--- config.mk ---
export PLATFORM = sky130hd
export DESIGN_NAME = cpu_accumulator_status_regs
export DESIGN_NICKNAME = d
export VERILOG_FILES = /design/src/rtl/core_regs_pkg.sv /design/src/rtl/flag_update_if.sv /design/src/rtl/cpu_accumulator_status_regs.sv /design/src/rtl/flag_merge.sv
export SDC_FILE = /design/constraint.sdc
export NUM_CORES = 1
export LEC_CHECK = 0
export BUFFER_PORTS_ARGS = -buffer_cell sky130_fd_sc_hd__buf_2
export CAP_MARGIN = 20
export CORE_MARGIN = 8
export CORE_UTILIZATION = 47
export CTS_BUF_LIST = sky130_fd_sc_hd__clkbuf_16
export DETAILED_ROUTE_END_ITERATION = 8
export MAX_ROUTING_LAYER = met4
export PLACE_DENSITY = 0.88
export SYNTH_ARGS = -nofsm -noshare
export SYNTH_HDL_FRONTEND = slang
export SYNTH_HIERARCHICAL = 1
export SYNTH_SLANG_ARGS = --single-unit
--- constraint.sdc ---
create_clock -name mclk -period 2.05 [get_ports mclk]
set_clock_uncertainty 0.05 [all_clocks]
set_input_delay 0.41 -clock mclk [delete_from_list [all_inputs] [get_ports mclk]]
set_output_delay 0.41 -clock mclk [all_outputs]
set_load 0.01 [all_outputs]
--- src/rtl/core_regs_pkg.sv ---
package core_regs_pkg;
  localparam logic [7:0] status_word_addr = 8'hd0;
  localparam logic [7:0] primary_operand_addr = 8'he0;
  localparam logic [7:0] secondary_operand_addr = 8'hf0;
  localparam logic [7:0] reg_reset_value = 8'h00;
  localparam int carry_bit = 7;
  localparam int nibble_carry_bit = 6;
  localparam int user_zero_bit = 5;
  localparam int bank_hi_bit = 4;
  localparam int bank_lo_bit = 3;
  localparam int exception_bit = 2;
  localparam int user_one_bit = 1;
  localparam int parity_bit = 0;
  localparam logic [7:0] bank_stride = 8'h08;

  typedef enum logic [2:0] {
    op_none,
    op_add,
    op_addc,
    op_subb,
    op_mul,
    op_div,
    op_other
  } arith_op_t;
endpackage : core_regs_pkg

--- src/rtl/flag_update_if.sv ---
`timescale 1ns/1ps
interface flag_update_if;
  logic [7:0] status_in;
  logic [7:0] status_out;
  logic flag_load;
  logic flag_carry;
  logic flag_nibble;
  logic flag_overflow;
  core_regs_pkg::arith_op_t op;

  modport ctl (output flag_load, flag_carry, flag_nibble, flag_overflow, op, status_in,
               input status_out);
  modport merge (input flag_load, flag_carry, flag_nibble, flag_overflow, op, status_in,
                 output status_out);
endinterface : flag_update_if

--- src/rtl/cpu_accumulator_status_regs.sv ---
`timescale 1ns/1ps
// What this block does
// (RULE1) Eight-bit read-write primary operand register for arithmetic results.
// (RULE2) Primary operand register at address e0, bit-addressable, resets to zero.
// (RULE3) Eight-bit read-write secondary operand register at f0, resets to zero.
// (RULE4) Status word at address d0, bit-addressable, all bits reset to zero.
// (RULE5) Carry flag follows carry or borrow of last arithmetic operation.
// (RULE6) Nibble carry flag follows carry into or borrow from upper nibble.
// (RULE7) Bits 5 and 1 are user flags changed only by firmware writes.
// (RULE8) Bank select bits 4:3 choose the working register bank.
// (RULE9) Bank values 0 to 3 map registers to bases 00, 08, 10, 18.
// (RULE10) Exception flag set on signed overflow of add, addc or subb.
// (RULE11) Exception flag set when multiply product exceeds 255.
// (RULE12) Exception flag set when divide has a zero divisor; the code needs secondary_operand_reg and alu_secondary_data both zero.
// (RULE13) Those five instructions clear the exception flag otherwise.
// (RULE14) Parity bit is read-only, odd count of ones in primary register.
// (RULE15) Parity writes ignored; parity tracks primary register at every change.
// (RULE16) Single-bit writes change only the addressed bit.
module cpu_accumulator_status_regs (
  input wire logic mclk,
  input wire logic rst_b,
  input wire logic sfr_wr,
  input wire logic sfr_bit_wr,
  input wire logic [7:0] sfr_addr,
  input wire logic [2:0] sfr_bit_sel,
  input wire logic [7:0] sfr_wdata,
  input wire logic sfr_bit_wdata,
  input wire logic [7:0] sfr_raddr,
  input wire logic alu_wr_primary,
  input wire logic [7:0] alu_primary_data,
  input wire logic alu_wr_secondary,
  input wire logic [7:0] alu_secondary_data,
  input wire logic flag_load,
  input wire core_regs_pkg::arith_op_t flag_op,
  input wire logic alu_carry,
  input wire logic alu_nibble_carry,
  input wire logic alu_signed_overflow,
  input wire logic [7:0] mul_high_byte,
  input wire logic [2:0] reg_index,
  output logic [7:0] sfr_rdata,
  output logic sfr_hit,
  output logic [7:0] primary_operand_reg,
  output logic [7:0] secondary_operand_reg,
  output logic [7:0] status_word_reg,
  output logic [1:0] bank_select,
  output logic [7:0] working_reg_addr
);
  logic [7:0] next_primary;
  logic [7:0] next_secondary;
  logic [7:0] next_status;
  logic [7:0] next_rdata;
  logic next_hit;
  logic [7:0] next_working_addr;
  logic [7:0] status_core;
  logic [7:0] primary_after_sfr;
  logic [7:0] secondary_after_sfr;
  logic [7:0] status_after_sfr;
  logic exception_value;

  flag_update_if fu ();

  // ----------------------------------------
  // Helper functions
  // ----------------------------------------
  function automatic logic [7:0] write_byte(input logic [7:0] old_value,
                                            input logic byte_wr,
                                            input logic bit_wr,
                                            input logic [2:0] bit_sel,
                                            input logic [7:0] wdata,
                                            input logic bit_value);
    logic [7:0] result;
    result = old_value;
    if (byte_wr) begin
      result = wdata;
    end else if (bit_wr) begin
      result[bit_sel] = bit_value; // RULE16
    end
    return result;
  endfunction : write_byte

  function automatic logic [7:0] with_parity(input logic [7:0] status, input logic [7:0] acc);
    logic [7:0] result;
    result = status;
    result[core_regs_pkg::parity_bit] = ^acc; // RULE14 RULE15
    return result;
  endfunction : with_parity

  // ----------------------------------------
  // Register update
  // ----------------------------------------
  always_comb begin
    primary_after_sfr = write_byte(primary_operand_reg,
                                   sfr_wr && sfr_addr == core_regs_pkg::primary_operand_addr,
                                   sfr_bit_wr && sfr_addr == core_regs_pkg::primary_operand_addr,
                                   sfr_bit_sel, sfr_wdata, sfr_bit_wdata); // RULE1 RULE2
    secondary_after_sfr = write_byte(secondary_operand_reg,
                                     sfr_wr && sfr_addr == core_regs_pkg::secondary_operand_addr,
                                     sfr_bit_wr &&
                                     sfr_addr == core_regs_pkg::secondary_operand_addr,
                                     sfr_bit_sel, sfr_wdata, sfr_bit_wdata); // RULE3
    status_after_sfr = write_byte(status_word_reg,
                                  sfr_wr && sfr_addr == core_regs_pkg::status_word_addr,
                                  sfr_bit_wr && sfr_addr == core_regs_pkg::status_word_addr,
                                  sfr_bit_sel, sfr_wdata, sfr_bit_wdata); // RULE4 RULE7 RULE8
    next_primary = alu_wr_primary ? alu_primary_data : primary_after_sfr;
    next_secondary = alu_wr_secondary ? alu_secondary_data : secondary_after_sfr;
    case (flag_op)
      core_regs_pkg::op_mul: exception_value = mul_high_byte != 8'h00; // RULE11
      core_regs_pkg::op_div: exception_value = alu_secondary_data == 8'h00 &&
                                               secondary_operand_reg == 8'h00; // RULE12
      default: exception_value = alu_signed_overflow; // RULE10
    endcase
  end

  always_comb begin
    fu.status_in = status_after_sfr;
    fu.flag_load = flag_load;
    fu.flag_carry = alu_carry;
    fu.flag_nibble = alu_nibble_carry;
    fu.flag_overflow = exception_value;
    fu.op = flag_op;
    status_core = fu.status_out;
    next_status = with_parity(status_core, next_primary); // RULE15
  end

  flag_merge u_flag_merge (
    .fu(fu.merge)
  );

  // ----------------------------------------
  // Read port and bank address
  // ----------------------------------------
  always_comb begin
    next_hit = 1'b1;
    case (sfr_raddr)
      core_regs_pkg::primary_operand_addr: next_rdata = next_primary;
      core_regs_pkg::secondary_operand_addr: next_rdata = next_secondary;
      core_regs_pkg::status_word_addr: next_rdata = next_status;
      default: begin
        next_rdata = 8'h00;
        next_hit = 1'b0;
      end
    endcase
    next_working_addr = {3'h0, next_status[core_regs_pkg::bank_hi_bit:core_regs_pkg::bank_lo_bit],
                         reg_index}; // RULE8 RULE9
  end

  always_ff @(posedge mclk or negedge rst_b) begin
    if (!rst_b) begin
      primary_operand_reg <= core_regs_pkg::reg_reset_value; // RULE2
      secondary_operand_reg <= core_regs_pkg::reg_reset_value; // RULE3
      status_word_reg <= core_regs_pkg::reg_reset_value; // RULE4
      bank_select <= 2'h0;
      working_reg_addr <= 8'h00;
      sfr_rdata <= 8'h00;
      sfr_hit <= 1'b0;
    end else begin
      primary_operand_reg <= next_primary;
      secondary_operand_reg <= next_secondary;
      status_word_reg <= next_status;
      bank_select <= next_status[core_regs_pkg::bank_hi_bit:core_regs_pkg::bank_lo_bit];
      working_reg_addr <= next_working_addr;
      sfr_rdata <= next_rdata;
      sfr_hit <= next_hit;
    end
  end
endmodule : cpu_accumulator_status_regs

--- src/rtl/flag_merge.sv ---
`timescale 1ns/1ps
module flag_merge (
  flag_update_if.merge fu
);
  // ----------------------------------------
  // Arithmetic flag merge
  // ----------------------------------------
  always_comb begin
    fu.status_out = fu.status_in;
    if (fu.flag_load) begin
      fu.status_out[core_regs_pkg::carry_bit] = fu.flag_carry; // RULE5
      fu.status_out[core_regs_pkg::nibble_carry_bit] = fu.flag_nibble; // RULE6
      case (fu.op)
        core_regs_pkg::op_add,
        core_regs_pkg::op_addc,
        core_regs_pkg::op_subb,
        core_regs_pkg::op_mul,
        core_regs_pkg::op_div: begin
          fu.status_out[core_regs_pkg::exception_bit] = fu.flag_overflow; // RULE10 RULE13
        end
        default: begin
        end
      endcase
    end
  end
endmodule : flag_merge

Yosys cells after proc, flatten, opt, wreduce, memory -nomap -nowiden
Index checks and enable logic that the tools add are counted.
{"block": "word_totals", "out_inout_bits": 43, "reg_bits": 40, "input_bits": 68, "word_cells": 53}
{"block": "classes", "mux": 19, "eq_ne": 11, "n_reduce_logical": 14, "magnitude_cmp": 2}
{"op": "8-bit two-way mux", "n": 8}
{"op": "8-bit equality test (second input constant)", "n": 6}
{"op": "8-bit bitwise mux", "n": 3}
{"op": "8-bit one-hot mux with 3 select lines", "n": 1}
{"op": "8-bit zero test", "n": 2}
{"op": "1-bit logical AND", "n": 8}
{"op": "8-bit nonzero test", "n": 1}
{"op": "8-bit XOR reduction", "n": 1}
{"op": "3-bit by 2-bit equality test with 1-bit output (second input constant)", "n": 2}
{"op": "3-bit equality test (second input constant)", "n": 2}
{"op": "5-bit OR reduction", "n": 1}
{"op": "3-bit by 4-bit less-than comparator with 1-bit output (second input constant)", "n": 1}
{"op": "1-bit two-way mux", "n": 4}
{"op": "1-bit demux with 3-bit select", "n": 1}
{"op": "3-bit by 1-bit equality test with 1-bit output (second input constant)", "n": 1}
{"op": "3-bit by 1-bit greater-or-equal comparator with 1-bit output (second input constant)", "n": 1}
{"op": "3-bit OR reduction", "n": 1}
{"op": "2-bit two-way mux", "n": 1}
{"op": "1-bit one-hot mux with 2 select lines", "n": 1}

Logic depth before layout (Yosys ltp)
Gate-level depths: netlist of run 1.
{"block": "depth", "ltp_word": 10, "depth_mapped": 11, "depth_no_buf": 11}

Cells and area by module
Netlist of run 1, hierarchy kept.
{"mod": "cpu_accumulator_status_regs", "area_per_inst_um2": 2427.3, "seq_area_each_um2": 900.9, "n_inst": 1, "cells_each": 272}
{"mod": "flag_merge", "area_per_inst_um2": 108.9, "seq_area_each_um2": 0.0, "n_inst": 1, "cells_each": 14}

Worst setup path before layout of run 1
No wires, ideal clock.
{"block": "synth_timing", "kind": "input to register", "startpoint": "input port sfr_addr[1]", "endpoint": "register sfr_rdata[2]", "setup_time_ns": 0.131, "n_path_buf": 0, "setup_slack_ns": -0.713, "t_required_ns": 1.869, "cell_stages": 11, "arrival_ns": 2.581, "cell_sequence": "nor4_4 nand3_1 nor4_1 nand2_1 mux2i_1 a21oi_1 nor2b_1 a311oi_1 o21ai_1 a22oi_1 a21oi_1"}
{"block": "synth_via", "elab_chain_len": 7, "elab_cells_between_ends": 20, "cone_classes": "eq/ne: 3; mux: 11; reduce/logical: 6"}
{"item": "start: declaration", "line": "cpu_accumulator_status_regs.sv:24", "rtl": "input wire logic [7:0] sfr_addr,"}
{"item": "8-bit equality test *", "line": "cpu_accumulator_status_regs.sv:102, cpu_accumulator_status_regs.sv:103"}
{"item": "1-bit logical AND", "line": "cpu_accumulator_status_regs.sv:103", "rtl": "sfr_bit_wr && sfr_addr == core_regs_pkg::status_word_addr,"}
{"item": "8-bit two-way mux", "line": "cpu_accumulator_status_regs.sv:75", "rtl": "end else if (bit_wr) begin"}
{"item": "8-bit two-way mux *", "line": "cpu_accumulator_status_regs.sv:73", "rtl": "if (byte_wr) begin"}
{"item": "via fu.status_in[2]", "line": "flag_update_if.sv:3", "rtl": "logic [7:0] status_in;"}
{"item": "1-bit two-way mux", "line": "flag_merge.sv:13", "rtl": "case (fu.op)"}
{"item": "1-bit two-way mux *", "line": "flag_merge.sv:10", "rtl": "if (fu.flag_load) begin"}
{"item": "via fu.status_out[2]", "line": "flag_update_if.sv:4", "rtl": "logic [7:0] status_out;"}
{"item": "8-bit one-hot mux with 3 select lines *", "line": "cpu_accumulator_status_regs.sv:135", "rtl": "case (sfr_raddr)"}
{"item": "via next_rdata[2]", "line": "cpu_accumulator_status_regs.sv:51", "rtl": "logic [7:0] next_rdata;"}
{"item": "end signal: assignment", "line": "cpu_accumulator_status_regs.sv:163", "rtl": "sfr_rdata <= next_rdata;"}
{"item": "end: declaration", "line": "cpu_accumulator_status_regs.sv:40", "rtl": "output logic [7:0] sfr_rdata,"}
Mark *: on every way through the listed nets, which the timed path passes. The rest lies on a longest branch.

Worst setup path after layout of run 1
{"block": "layout_timing", "startpoint": "input port sfr_addr[2]", "endpoint": "register sfr_rdata[2]"}
The elaborated chain is that of the path after synthesis.

==> summary.txt, run 1 <==
status: complete, but fails checks
failing checks: setup timing
placed cell area: 3450 um2
post-route ant nets: 0
RSZ-0062 raised after global routing: true
Via density: 5.76
type of the worst setup path: primary input to flop
Synth Instances: 281
I/O pins: 111
largest net degree at the start of global routing: 26
period utilization: 1.14
Cell Pwr Density: 598 nW/um2
Worst Setup End Kind: flop
maximum vdd drop: 0.000512 V
WP data arrival: 2.43 ns
Final HPWL DP: 7380 um
initial antenna violation count: 0
Pre-Repair DR Iteration Count: 5
# port buffers: 107
TritonCTS clock tree: yes
Max-Cap Viols: 0
ANT cells: 0
CTS root buffer: clkbuf_16
GRT Util Overall: 0.240
H-tree levels: 2
worst-path cell chain: buf_6, nor4_4, nand3_2, nor4_4, nand2_1, mux2i_1, a21oi_2, nor2b_4, a311oi_2, o21ai_2, a22oi_2, a21oi_1
Avg Cell Area, Syn: 8.92 um2
CTS max path bufs: 2
worst slew pin tran: 0.699 ns
pins over their slew limit: 0
Leakage: 1.98 nW
synthesized cell area: 2510 um2
setup ws final: -0.282 ns
final hold slack: 0.0573 ns
Detailed Route WL: 9870 um
R2R setup slack: -0.17 ns
GRT overflow: 0
Yosys warning total: 6
most used cell, CP: nor4_4
total chip power: 2.41 mW
Reg clk slew, reported paths: 0.06 ns
Final setup viols: 9
nets: 505
die area: 7920 um2
CTS buffer count: 5
gpl congestion: 0.947
Setup crit start kind: primary input
die extent in y: 89.0 um
global-route wire length before repair: 14300 um
clk sinks: 36
final hold viol count: 0
reg2reg path depth: 10
FP Rows: 26
drc violations: 0
Core ar.: 5140 um2
Iter 0 DRT Violations: 246
fin area: 4030 um2
die width: 89.0 um
crit-path max cell delay: 0.30 ns
post-DR wirelength/cell: 19.4 um
worst-path fanout max: 3
Initial Util: 0.488
WP data required: 2.15 ns
RR Endpoint: sfr_rdata[2]$_DFF_PN0_
FF-to-FF Start: secondary_operand_reg[5]$_DFF_PN0_
Worst path slowest cell: nor4_4
fillers: 353
Via Count: 2926
Clock Latency Late Sink: 0.28 ns
Min Clock Period, post-route: 2.33 ns
vias in the first global route: 2896
Hold WC Path Type: primary input to asynchronous set/reset pin
layout cells sized above 1: 0.550
Worst slew margin: 0.533
highest clock rate: 429 MHz
synthesis-to-finish area growth: 60.9%
==> how the worst max path moves through the flow <==
| stage | start | endpoint | cells past startpoint |
|---|---|---|---|
| after floorplan | sfr_addr[1] | sfr_rdata[2]$_DFF_PN0_ | 11 |
| after global placement | sfr_addr[4] | sfr_rdata[0]$_DFF_PN0_ | 9 |
| after global routing | sfr_addr[2] | sfr_rdata[2]$_DFF_PN0_ | 12 |
| final | sfr_addr[2] | sfr_rdata[2]$_DFF_PN0_ | 12 |
| after CTS | sfr_addr[1] | sfr_rdata[2]$_DFF_PN0_ | 12 |
| after detailed placement | sfr_addr[1] | sfr_rdata[2]$_DFF_PN0_ | 12 |
==> placed cells by master (no fill, tap or decap), drive strengths merged, types with 3 or more instances in the layout <==
| cell type | count |
|---|---|
| buf | 178 |
| dfrtp | 36 |
| nand2 | 35 |
| nor2 | 27 |
| a21oi | 23 |
| mux2i | 14 |
| o31ai | 9 |
| nor4 | 9 |
| a2bb2oi | 8 |
| nand3 | 8 |
| a21o | 7 |
| a211oi | 7 |
| inv | 6 |
| a311oi | 6 |
| a22oi | 6 |
| xnor2 | 6 |
| clkbuf | 5 |
| o21ai | 5 |
| nand2b | 4 |
| nand3b | 3 |
| and4b | 3 |
| nor3 | 3 |
| conb | 3 |
| nor2b | 3 |
| nor4b | 3 |
==> through the flow <==
stage | utilization | setup slack (ns) | TNS (ns) | instances
finish | 0.785 | -0.282 | -1.20 | 508
global route | 0.785 | -0.370 | -2.29 | 508
global placement | 0.671 | -0.402 | -3.29 | 482
detailed placement | 0.671 | -0.517 | -4.45 | 482
floorplan | - | -0.260 | -0.609 | 283
CTS | 0.743 | -0.184 | -0.588 | 498
==> timing repair <==
item                       CTS  global route
setup endpoints to repair    6            10
resized for setup           22            27
pin swaps                   15            21
hold buffers                 0             0
setup buffers                8            10
==> worst max-delay path, delay by kind of cell <==
family,cells,cell delay (ns)
AOI/OAI and AO/OA,5,0.79
buffers and inverters,1,0.10
muxes,1,0.19
and+or+nand+nor,5,0.94
==> final cells by class <==
cell class              count  area, um2  area share
clock inverters             3       46.3      0.0115
inverters                   5       18.8     0.00465
well taps                  70       87.6      0.0217
clock buffers               5        125      0.0310
flip-flops and latches     36        901       0.223
repair buffers            178       1140       0.282
multi-input cells         211       1720       0.426
==> power breakdown <==
group	internal [mW]	leakage [nW]	switching, mW
Sequential	0.767	0.459	0.0466
Combinational	0.347	1.44	0.365
Clock	0.577	0.0804	0.310
==> layer usage <==
metal / up-vias / GRT usage / wire length (um)
met5: - / - / 0
met4: 0 / 0.0574 / 174
met3: 18 / 0.0257 / 604
met2: 144 / 0.417 / 5100
met1: 1436 / 0.292 / 3990
li1: 1328 / - / -
Note: power is estimated with default switching activity, not from simulation.
==> run 2: changes to the inputs <==
--- a/config.mk
+++ b/config.mk
@@ -8,11 +8,11 @@
 export BUFFER_PORTS_ARGS = -buffer_cell sky130_fd_sc_hd__buf_2
 export CAP_MARGIN = 20
 export CORE_MARGIN = 8
-export CORE_UTILIZATION = 47
+export CORE_UTILIZATION = 35
 export CTS_BUF_LIST = sky130_fd_sc_hd__clkbuf_16
 export DETAILED_ROUTE_END_ITERATION = 8
 export MAX_ROUTING_LAYER = met4
-export PLACE_DENSITY = 0.88
+export PLACE_DENSITY = 0.71
 export SYNTH_ARGS = -nofsm -noshare
 export SYNTH_HDL_FRONTEND = slang
 export SYNTH_HIERARCHICAL = 1
==> run 2 against run 1 <==
The run still ends with setup timing left. Sequential share of layout area increased by 1.1 points. Critical path depth decreased by 1. Routed wire length decreased by 4.4%. Via count decreased by 6.0%. Combinational power decreased by 7.9%. Non-clock buffer count decreased by 2. Global-route usage decreased by 4.9 points. Power decreased by 8.0%. Sequential cell count unchanged. Critical path type unchanged. Largest cell class unchanged. Largest power group is now sequential cells. Highest routed layer unchanged.
==> summary.txt, run 2 (synthesized netlist as in run 1, its figures left out) <==
Final HPWL DP: 7610 um (+3.0%)
RSZ-0062 raised after global routing: true
setup ws final: -0.223 ns (+0.0583 ns)
pins over their slew limit: 0 (unchanged)
status: complete, but fails checks
synthesis-to-finish area growth: 53.2%
period utilization: 1.11 (-0.0284)
Iter 0 DRT Violations: 207 (-16%)
worst slew pin tran: 0.545 ns (-0.154 ns)
CTS root buffer: clkbuf_16
GRT Util Overall: 0.192 (-0.0489)
Pre-Repair DR Iteration Count: 4 (-1)
nets: 503 (-0.40%)
post-DR wirelength/cell: 17.6 um (-9.3%)
Final setup viols: 9 (unchanged)
layout cells sized above 1: 0.502 (-0.0479)
die width: 101 um (+13%)
ANT cells: 0 (unchanged)
Via Count: 2749 (-6.0%)
vias in the first global route: 2943 (+1.6%)
commonest non-fill, non-tap cell in the layout: buf_2
register area: 901 um2 (unchanged)
gpl congestion: 0.894 (-5.6%)
Reg clk slew, reported paths: 0.06 ns (about the same)
fillers: 664 (+88%)
Detailed Route WL: 9430 um (-4.4%)
Worst Setup End Kind: flop
highest clock rate: 440 MHz (+2.6%)
fin area: 3840 um2 (-4.8%)
I/O pins: 111 (unchanged)
CTS max path bufs: 2 (unchanged)
Min Clock Period, post-route: 2.27 ns (-0.0583 ns)
worst-path fanout max: 8 (+5)
Leakage: 1.92 nW (-2.9%)
Initial Util: 0.353 (-0.135)
WP data required: 2.17 ns (+0.02 ns)
CTS buffer count: 5 (unchanged)
maximum vdd drop: 0.000336 V (-34%)
Via density: 5.14 (-11%)
H-tree levels: 2 (unchanged)
clk sinks: 36 (unchanged)
final hold viol count: 0 (unchanged)
global-route wire length before repair: 14800 um (+3.6%)
post-route ant nets: 0 (unchanged)
Worst slew margin: 0.636 (+0.103)
most frequent cells in the layout: 104 x buf_2, 67 x buf_4, 36 x dfrtp_1, 35 x nand2_1, 25 x nor2_1
# port buffers: 107 (unchanged)
Clock Latency Late Sink: 0.28 ns (about the same)
Util after Layout: 0.541 (-0.244)
WP data arrival: 2.39 ns (-0.04 ns)
Cell Pwr Density: 578 nW/um2 (-3.4%)
TritonCTS clock tree: yes
Core ar.: 7100 um2 (+38%)
type of the worst setup path: primary input to flop
Max-Cap Viols: 0 (unchanged)
die area: 10100 um2 (+28%)
FP Rows: 31 (+19%)
initial antenna violation count: 0 (unchanged)
multi-input logic area: 1550 um2 (-9.7%)
Setup crit start kind: primary input
drc violations: 0 (unchanged)
largest net degree at the start of global routing: 37 (+42%)
GRT overflow: 0 (unchanged)
placed cell area: 3570 um2 (+3.4%)
failing checks: setup timing
hold bufs inserted after CTS: 0 (unchanged)
Hold WC Path Type: primary input to asynchronous set/reset pin
die extent in y: 101 um (+13%)
run 2: power breakdown:
group          leakage, nW  internal [mW]  switching [mW]  total (mW)
Combinational         1.39          0.325           0.332       0.656
Sequential           0.459          0.767          0.0402       0.808
Clock               0.0702          0.452           0.304       0.756
Total                 1.92           1.54           0.676        2.22
run 2: cell type report:
class	count	share of cell area
repair buffers	176	0.286
well taps	99	0.0323
clock buffers	5	0.0326
clock inverters	3	0.00554
flip-flops and latches	36	0.235
inverters	5	0.00489
multi-input cells	211	0.404
run 2: critical path, stage by stage:
cell and delay, ns:
buf_6 0.09, nor4_4 0.32, buf_4 0.16, and2b_2 0.18
buf_12 0.14, mux2i_2 0.30, o31ai_4 0.12, xnor2_2 0.17
xnor2_2 0.16, xnor2_2 0.15, a31o_1 0.19
run 2: timing repair:
action	CTS	global route
resized for setup	7	10
endpoints found under the setup margin	9	13
setup buffers	1	4
pin swaps	0	6
run 2: path summary, 6_finish.rpt:
kind	start	to	slack, ns	cells past startpoint
max in group asynchronous	rst_b	status_word_reg[2]$_DFF_PN0_	1.49	2
worst max-delay path	sfr_addr[1]	sfr_rdata[0]$_DFF_PN0_	-0.22	11
worst min-delay path	rst_b	primary_operand_reg[3]$_DFF_PN0_	0.12	2
worst max register to register	secondary_operand_reg[5]$_DFF_PN0_	sfr_rdata[2]$_DFF_PN0_	-0.08	10
worst min register to register	status_word_reg[5]$_DFF_PN0_	status_word_reg[5]$_DFF_PN0_	0.64	2
min in group mclk	reg_index[1]	working_reg_addr[1]$_DFF_PN0_	0.18	1
run 2: through the flow:
stage	TNS [ns]	hold WS (ns)	instances	worst slack, ns	power, mW
2_1_floorplan	-0.609	0.0644	283	-0.260	1.12
3_3_place_gp	-4.11	0.427	522	-0.351	1.41
3_5_place_dp	-5.15	0.432	522	-0.453	1.42
4_1_cts	-0.503	0.134	531	-0.123	2.20
5_1_grt	-2.19	0.167	535	-0.332	2.32
6_report	-0.928	0.117	535	-0.223	2.22
run 2: layer usage:
metal  part of all wire  routed length [um]  track usage  up-vias
li1                   -                   -            -     1323
met1               0.43                4030        0.220     1319
met2               0.50                4750        0.326       91
met3              0.051                 478       0.0407       16
met4              0.018                 174       0.0581        0
met5                  0                   0            -        -
